<file path="src/inc/gt_params.svh">
`ifndef GT_PARAMS_SVH
`define GT_PARAMS_SVH
`define GT_CNT_RST 16'h0000
`define GT_CNT_TOP 16'hffff
`define GT_BYTE_RST 8'h00
`define GT_PS_RST 3'h0
`define GT_PHASE_LAST 2'h3
`define GT_SEL_LOW 1'b0
`define GT_SEL_HIGH 1'b1
`endif

</file>
<file path="src/inc/gt_pkg.sv">
package gt_pkg;
    typedef enum logic [1:0] {
        GT_SRC_INSTR,
        GT_SRC_RAW,
        GT_SRC_EXT,
        GT_SRC_LPOSC
    } gt_src_e;

    typedef struct packed {
        logic run;
        logic gate_enable;
        logic gate_polarity;
        logic wide_access_enable;
        logic skip_sync;
        logic [1:0] prescale_select;
        gt_src_e clk_src;
    } gt_cfg_s;

    typedef struct packed {
        logic wr;
        logic rd;
        logic sel;
        logic [7:0] wdata;
    } gt_bus_s;
endpackage

</file>
<file path="src/rtl/gt_timer.sv">
`include "gt_params.svh"

module gt_timer
    import gt_pkg::*;
(
    input wire logic sys_clk,
    input wire logic nrst,
    input wire gt_cfg_s cfg,
    input wire gt_bus_s bus,
    input wire logic external_clock_pin,
    input wire logic lp_osc_pin,
    input wire logic gate_signal,
    input wire logic sleep,
    input wire logic overflow_clear,
    output logic [7:0] reg_rdata_r,
    output logic [15:0] count_value_r,
    output logic overflow_flag_r,
    output logic wake_r
);

    // ************************************************
    // functions
    // ************************************************
    function automatic logic [2:0] ps_mask(input logic [1:0] sel);
        ps_mask = 3'((4'h1 << sel) - 4'h1);
    endfunction

    function automatic logic rise_of(input logic cur, input logic prev);
        rise_of = cur && !prev;
    endfunction

    function automatic logic fall_of(input logic cur, input logic prev);
        fall_of = !cur && prev;
    endfunction

    // ************************************************
    // state
    // ************************************************
    logic [1:0] phase_r;
    logic [2:0] ps_r;
    logic [2:0] ps_nxt;
    logic [15:0] count_value_nxt;
    logic [7:0] high_buf_r;
    logic [7:0] high_buf_nxt;
    logic [7:0] reg_rdata_nxt;
    logic overflow_flag_nxt;
    logic wake_nxt;
    logic sync1_r;
    logic sync2_r;
    logic sync3_r;
    logic async_prev_r;
    logic armed_r;
    logic armed_nxt;

    // ************************************************
    // decoding
    // ************************************************
    wire wr_lo = bus.wr && (bus.sel == `GT_SEL_LOW);
    wire wr_hi = bus.wr && (bus.sel == `GT_SEL_HIGH);
    wire rd_lo = bus.rd && (bus.sel == `GT_SEL_LOW);
    wire rd_hi = bus.rd && (bus.sel == `GT_SEL_HIGH);
    wire wide = cfg.wide_access_enable;
    wire cnt_load = wr_lo || (wr_hi && !wide);
    wire ext_src = (cfg.clk_src == GT_SRC_EXT) || (cfg.clk_src == GT_SRC_LPOSC);
    wire ext_lvl = (cfg.clk_src == GT_SRC_EXT) ? external_clock_pin : lp_osc_pin;
    // sync path: s1 feeds only s2; edges taken from s2/s3
    wire rise_sync = !sleep && rise_of(sync2_r, sync3_r);
    wire fall_sync = !sleep && fall_of(sync2_r, sync3_r);
    wire rise_async = rise_of(ext_lvl, async_prev_r);
    wire fall_async = fall_of(ext_lvl, async_prev_r);
    wire ext_rise = cfg.skip_sync ? rise_async : rise_sync;
    wire ext_fall = cfg.skip_sync ? fall_async : fall_sync;
    wire gate_ok = !cfg.gate_enable || (gate_signal == cfg.gate_polarity);
    wire count_ok = cfg.run && gate_ok;
    // internal sources ignore skip-sync and stop in sleep
    wire instr_tick = !sleep && (phase_r == `GT_PHASE_LAST);
    wire raw_tick = !sleep;
    wire ext_tick = armed_r && ext_rise;
    wire src_tick = (cfg.clk_src == GT_SRC_INSTR) ? instr_tick :
                    (cfg.clk_src == GT_SRC_RAW) ? raw_tick : ext_tick;
    wire tick = count_ok && src_tick;
    wire ps_match = (ps_r & ps_mask(cfg.prescale_select)) == ps_mask(cfg.prescale_select);
    wire inc = tick && ps_match;
    wire ovf_set = inc && !cnt_load && (count_value_r == `GT_CNT_TOP);
    wire [15:0] load_val = wr_lo ? {(wide ? high_buf_r : count_value_r[15:8]), bus.wdata}
                                 : {bus.wdata, count_value_r[7:0]};
    wire [7:0] hi_view = wide ? high_buf_r : count_value_r[15:8];

    // ************************************************
    // next state
    // ************************************************
    always_comb begin
        if (cnt_load) begin
            count_value_nxt = load_val;
        end else if (inc) begin
            count_value_nxt = count_value_r + 16'h0001;
        end else begin
            count_value_nxt = count_value_r;
        end
    end

    always_comb begin
        if (wr_lo || (wr_hi && !wide)) begin
            ps_nxt = `GT_PS_RST;
        end else if (tick) begin
            ps_nxt = ps_match ? `GT_PS_RST : ps_r + 3'h1;
        end else begin
            ps_nxt = ps_r;
        end
    end

    always_comb begin
        if (wide && wr_hi) begin
            high_buf_nxt = bus.wdata;
        end else if (wide && rd_lo) begin
            high_buf_nxt = count_value_r[15:8];
        end else begin
            high_buf_nxt = high_buf_r;
        end
    end

    always_comb begin
        if (rd_lo) begin
            reg_rdata_nxt = count_value_r[7:0];
        end else if (rd_hi) begin
            reg_rdata_nxt = hi_view;
        end else begin
            reg_rdata_nxt = reg_rdata_r;
        end
    end

    always_comb begin
        // counter-mode arming: cleared when off or written
        if (!cfg.run || cnt_load) begin
            armed_nxt = 1'b0;
        end else if (ext_fall) begin
            armed_nxt = 1'b1;
        end else begin
            armed_nxt = armed_r;
        end
    end

    // set wins over clear
    assign overflow_flag_nxt = ovf_set || (overflow_flag_r && !overflow_clear);
    assign wake_nxt = ovf_set && sleep;

    // ************************************************
    // registers
    // ************************************************
    always_ff @(posedge sys_clk or negedge nrst) begin
        if (!nrst) begin
            phase_r <= 2'h0;
            ps_r <= `GT_PS_RST;
            count_value_r <= `GT_CNT_RST;
            high_buf_r <= `GT_BYTE_RST;
            reg_rdata_r <= `GT_BYTE_RST;
            overflow_flag_r <= 1'b0;
            wake_r <= 1'b0;
            armed_r <= 1'b0;
        end else begin
            phase_r <= phase_r + 2'h1;
            ps_r <= ps_nxt;
            count_value_r <= count_value_nxt;
            high_buf_r <= high_buf_nxt;
            reg_rdata_r <= reg_rdata_nxt;
            overflow_flag_r <= overflow_flag_nxt;
            wake_r <= wake_nxt;
            armed_r <= armed_nxt;
        end
    end

    // synchroniser holds still while asleep
    always_ff @(posedge sys_clk or negedge nrst) begin
        if (!nrst) begin
            sync1_r <= 1'b0;
            sync2_r <= 1'b0;
            sync3_r <= 1'b0;
            async_prev_r <= 1'b0;
        end else begin
            if (!sleep) begin
                sync1_r <= ext_lvl;
                sync2_r <= sync1_r;
                sync3_r <= sync2_r;
            end
            async_prev_r <= ext_lvl;
        end
    end
endmodule

</file>
<file path="config.mk">
export PLATFORM = sky130hd
export DESIGN_NAME = gt_timer
export DESIGN_NICKNAME = d
export VERILOG_FILES = /design/src/inc/gt_pkg.sv /design/src/rtl/gt_timer.sv
export VERILOG_INCLUDE_DIRS = /design/src /design/src/inc
export SDC_FILE = /design/constraint.sdc
export NUM_CORES = 1
export LEC_CHECK = 0
export BUFFER_PORTS_ARGS = -buffer_cell sky130_fd_sc_hd__buf_2
export CORE_ASPECT_RATIO = 1.25
export CORE_MARGIN = 8
export CORE_UTILIZATION = 59
export CTS_CLUSTER_DIAMETER = 30
export DETAILED_ROUTE_END_ITERATION = 10
export HOLD_SLACK_MARGIN = 0.06
export PLACE_DENSITY = 0.82
export RECOVER_POWER = 50
export SLEW_MARGIN = 20
export SYNTH_ARGS = -nofsm -noshare
export SYNTH_HDL_FRONTEND = slang
export SYNTH_SLANG_ARGS = --single-unit
</file>
<file path="constraint.sdc">
create_clock -name sys_clk -period 3.3 [get_ports sys_clk]
set_input_delay 0.165 -clock sys_clk [delete_from_list [all_inputs] [get_ports sys_clk]]
set_output_delay 0.165 -clock sys_clk [all_outputs]
set_load 0.02 [all_outputs]
</file>
==> impl_metrics.yaml <==
status:
  outcome: "completed"
finish:
  regArea_um2: 1100
  n_fill_cell: 352
  multi_input_area_um2: 1350
  insertedDiodeCount: 0
  syn_to_final_growth_pct: 15.8
  drive_above_1_share: 0.213
  fin_nets: 353
timing:
  setup_violations: 0
  final.period_utilization: 0.620
  slew_headroom: 0.606
  rsz0062_at_grt: "no"
  slew_viol_final: 0
  clock.fmax_ghz: 0.489
  hold_viol_final: 0
  finClkSkew_ns: 0.00627
  fin_ws_ns: 1.25
  min_period_ns: 2.05
  tightest_slew_ns: 0.589
  fin_setup_tns_ns: 0
  hold-worst-slack_ns: 0.0899
pwr:
  p_total_uw: 1450
  p_leak_uw: 0.00133
  p_per_area_nw_per_um2: 493
  vdd_drop_max_mv: 0.435
synth:
  async_reset_ff_frac: 1.00
  yosys-top-cells-area: "dfrtp_1, mux2i_1, mux2_2, nor2_1, a21oi_1"
  synth_fp_nets: 304
  synthTopCellsByCount: "dfrtp_1, nor2_1, nand2_1"
  synth_area_leader_cell: "dfrtp_1"
  syn_area_um2: 2540
  ys_types: 45
  yosysMostFrequentCell: "dfrtp_1"
  synthCells: 274
  syn_avg_cell_area_um2: 9.28
  synth-xor-area-share: 0.0172
  synthSimpleGateAreaFrac: 0.208
  ys_ff_latch: 44
  synthMuxAreaShare: 0.120
  synth_top_family_by_area: "simple AND/OR/NAND/NOR gates"
  synth-adder-area-share: 0.0148
  ys.flop_type: "dfrtp_1"
  ys_warn_count: 0
  synth_compound_area_frac: 0.170
  synth_top_cell_area_share: 0.433
  synth_seq_area_share: 0.433
  synth_edf_count: 0
worst_setup_path:
  cp.arrival_ns: 2.29
  cp_max_fo: 8
  critPathSlowestCell: "or4_1"
  critical_path_class: "reg2reg"
  critical_path_required_ns: 3.54
  end_kind: "register"
  cp-start-kind: "register"
  crit_path_cell_trace: "ha_1 > o21ba_1 > o221ai_2 > nor4_4 > nand2_4 > or4_1 > nand3_1"
  max_stage_delay_ns: 0.51
clocking:
  cts-root-buf: "clkbuf_8"
  cts.repair.resized: 0
  cts_max_level: 2
  clock_path_buffers: 2
  clock-sinks: 44
  postCtsSetupBuffers: 0
  clk_pin_slew_ns: 0.09
  insertion_delay_ns: 0.30
  cts_tree: "yes"
  cts_buffers: 5
die:
  pin_count: 53
  dieArea_um2: 6680
  die_w_um: 74.7
  num_rows: 26
  dieHeight_um: 89.4
  coreArea_um2: 4130
  initial_utilization: 0.615
placed_design:
  pre_cts_ws_ns: 1.16
  gp_congestion: 0.956
  portBuffers: 52
  dp_hpwl_um: 4770
grt:
  grt_util_all_layers: 0.202
  grt_pass1_vias: 2177
  grt_max_degree: 45
  antenna_found_initial: 0
  grt_pass1_wl_um: 10300
  grt_overflow: 0
routing:
  avgViaCountPerCell: 5.90
  vias: 2241
  dr.first_iter.drc_count: 160
  drt-met1-wl_um: 2740
  wl_per_cell_um: 16.5
  dr.pass1.iters: 4
  wl_met3_um: 374
  drc: 0
  dr_wl_met2_um: 3000
  drt-total-wl_um: 6280
  highest_layer: "met4"
  antenna_left: 0
min_path:
  hold_class: "in2reg"
flow_run:
  maxCapViolations: 0
[routing by layer]
metal / GRT usage / up-vias
li1: - / 1087
met1: 0.246 / 1067
met2: 0.334 / 74
met3: 0.0438 / 13
met4: 0.0839 / 0
met5: 0 / -
[placed cells by master (no fill, tap or decap), types with 4 or more instances in the layout]
| master | n |
|---|---|
| nor2b_1 | 7 |
| nand2_1 | 25 |
| a22oi_1 | 4 |
| dfrtp_1 | 44 |
| clkbuf_8 | 5 |
| clkbuf_1 | 8 |
| buf_2 | 43 |
| and3_1 | 5 |
| o21ai_0 | 18 |
| nand2b_1 | 5 |
| mux2_2 | 11 |
| a21oi_1 | 21 |
| nor2_1 | 32 |
| inv_1 | 9 |
| mux2i_1 | 18 |
| nand4_1 | 6 |
| xor2_1 | 4 |
| nand3_1 | 10 |
[power by group]
| group | internal, uW | switching, uW | leakage [uW] | total, uW |
|---|---|---|---|---|
| registers | 612 | 77.2 | 0.000534 | 689 |
| logic | 136 | 205 | 0.000736 | 342 |
| clock network | 228 | 192 | 0.0000548 | 419 |
[registers in the layout, summed over array words and instances, names as in the netlist]
register,count
phase_r,2
count_value_r,16
sync2_r,1
async_prev_r,1
wake_r,1
reg_rdata_r,8
armed_r,1
high_buf_r,8
overflow_flag_r,1
ps_r,3
sync3_r,1
sync1_r,1
[logic make-up after synthesis]
logic type,Yosys count
adder cells (fa/ha/maj),3
AND/OR/NAND/NOR,104
buffers and inverters,22
flip-flops,44
XOR/XNOR,5
multiplexers,29
AO/OA/AOI/OAI,67
[worst max-delay path, delay by kind of cell (launching register included)]
family | cells | cell delay [ns]
simple gates | 4 | 1.15
flops | 1 | 0.37
compound gates | 2 | 0.31
fa+ha+maj | 1 | 0.15
[final timing paths]
check	to	slack (ns)	depth (start not counted)	startpoint
setup / recovery	count_value_r[6]	1.25	7	phase_r[0]
hold / removal	armed_r	0.09	3	cfg[8]
setup reg to reg	count_value_r[6]	1.25	7	phase_r[0]
hold reg to reg	phase_r[0]	0.44	1	phase_r[0]
max in group asynchronous	high_buf_r[7]	2.53	2	nrst
min in group asynchronous	count_value_r[0]	0.39	2	nrst
[layout make-up]
| cell class | instances | share of cell area |
|---|---|---|
| clock inverter | 3 | 0.0157 |
| tap | 56 | 0.0238 |
| clock buffer | 5 | 0.0234 |
| multi-input combinational | 208 | 0.457 |
| inverter | 9 | 0.0115 |
| timing repair buffer | 55 | 0.0943 |
| sequential | 44 | 0.374 |
[through the flow]
step | utilization | std cells | cell area [um^2]
2_1_floorplan | - | 274 | 2540
6_report | 0.713 | 380 | 2940
3_3_place_gp | 0.684 | 371 | 2830
4_1_cts | 0.714 | 380 | 2950
5_1_grt | 0.713 | 380 | 2940
3_5_place_dp | 0.684 | 371 | 2830
[what timing repair did]
item / in CTS / in global routing
hold buffers: 1 / 0
hold endpoints to repair: 44 / 0
endpoints found under the setup margin: 0 / 0
Power figures use the tool's default switching activity.
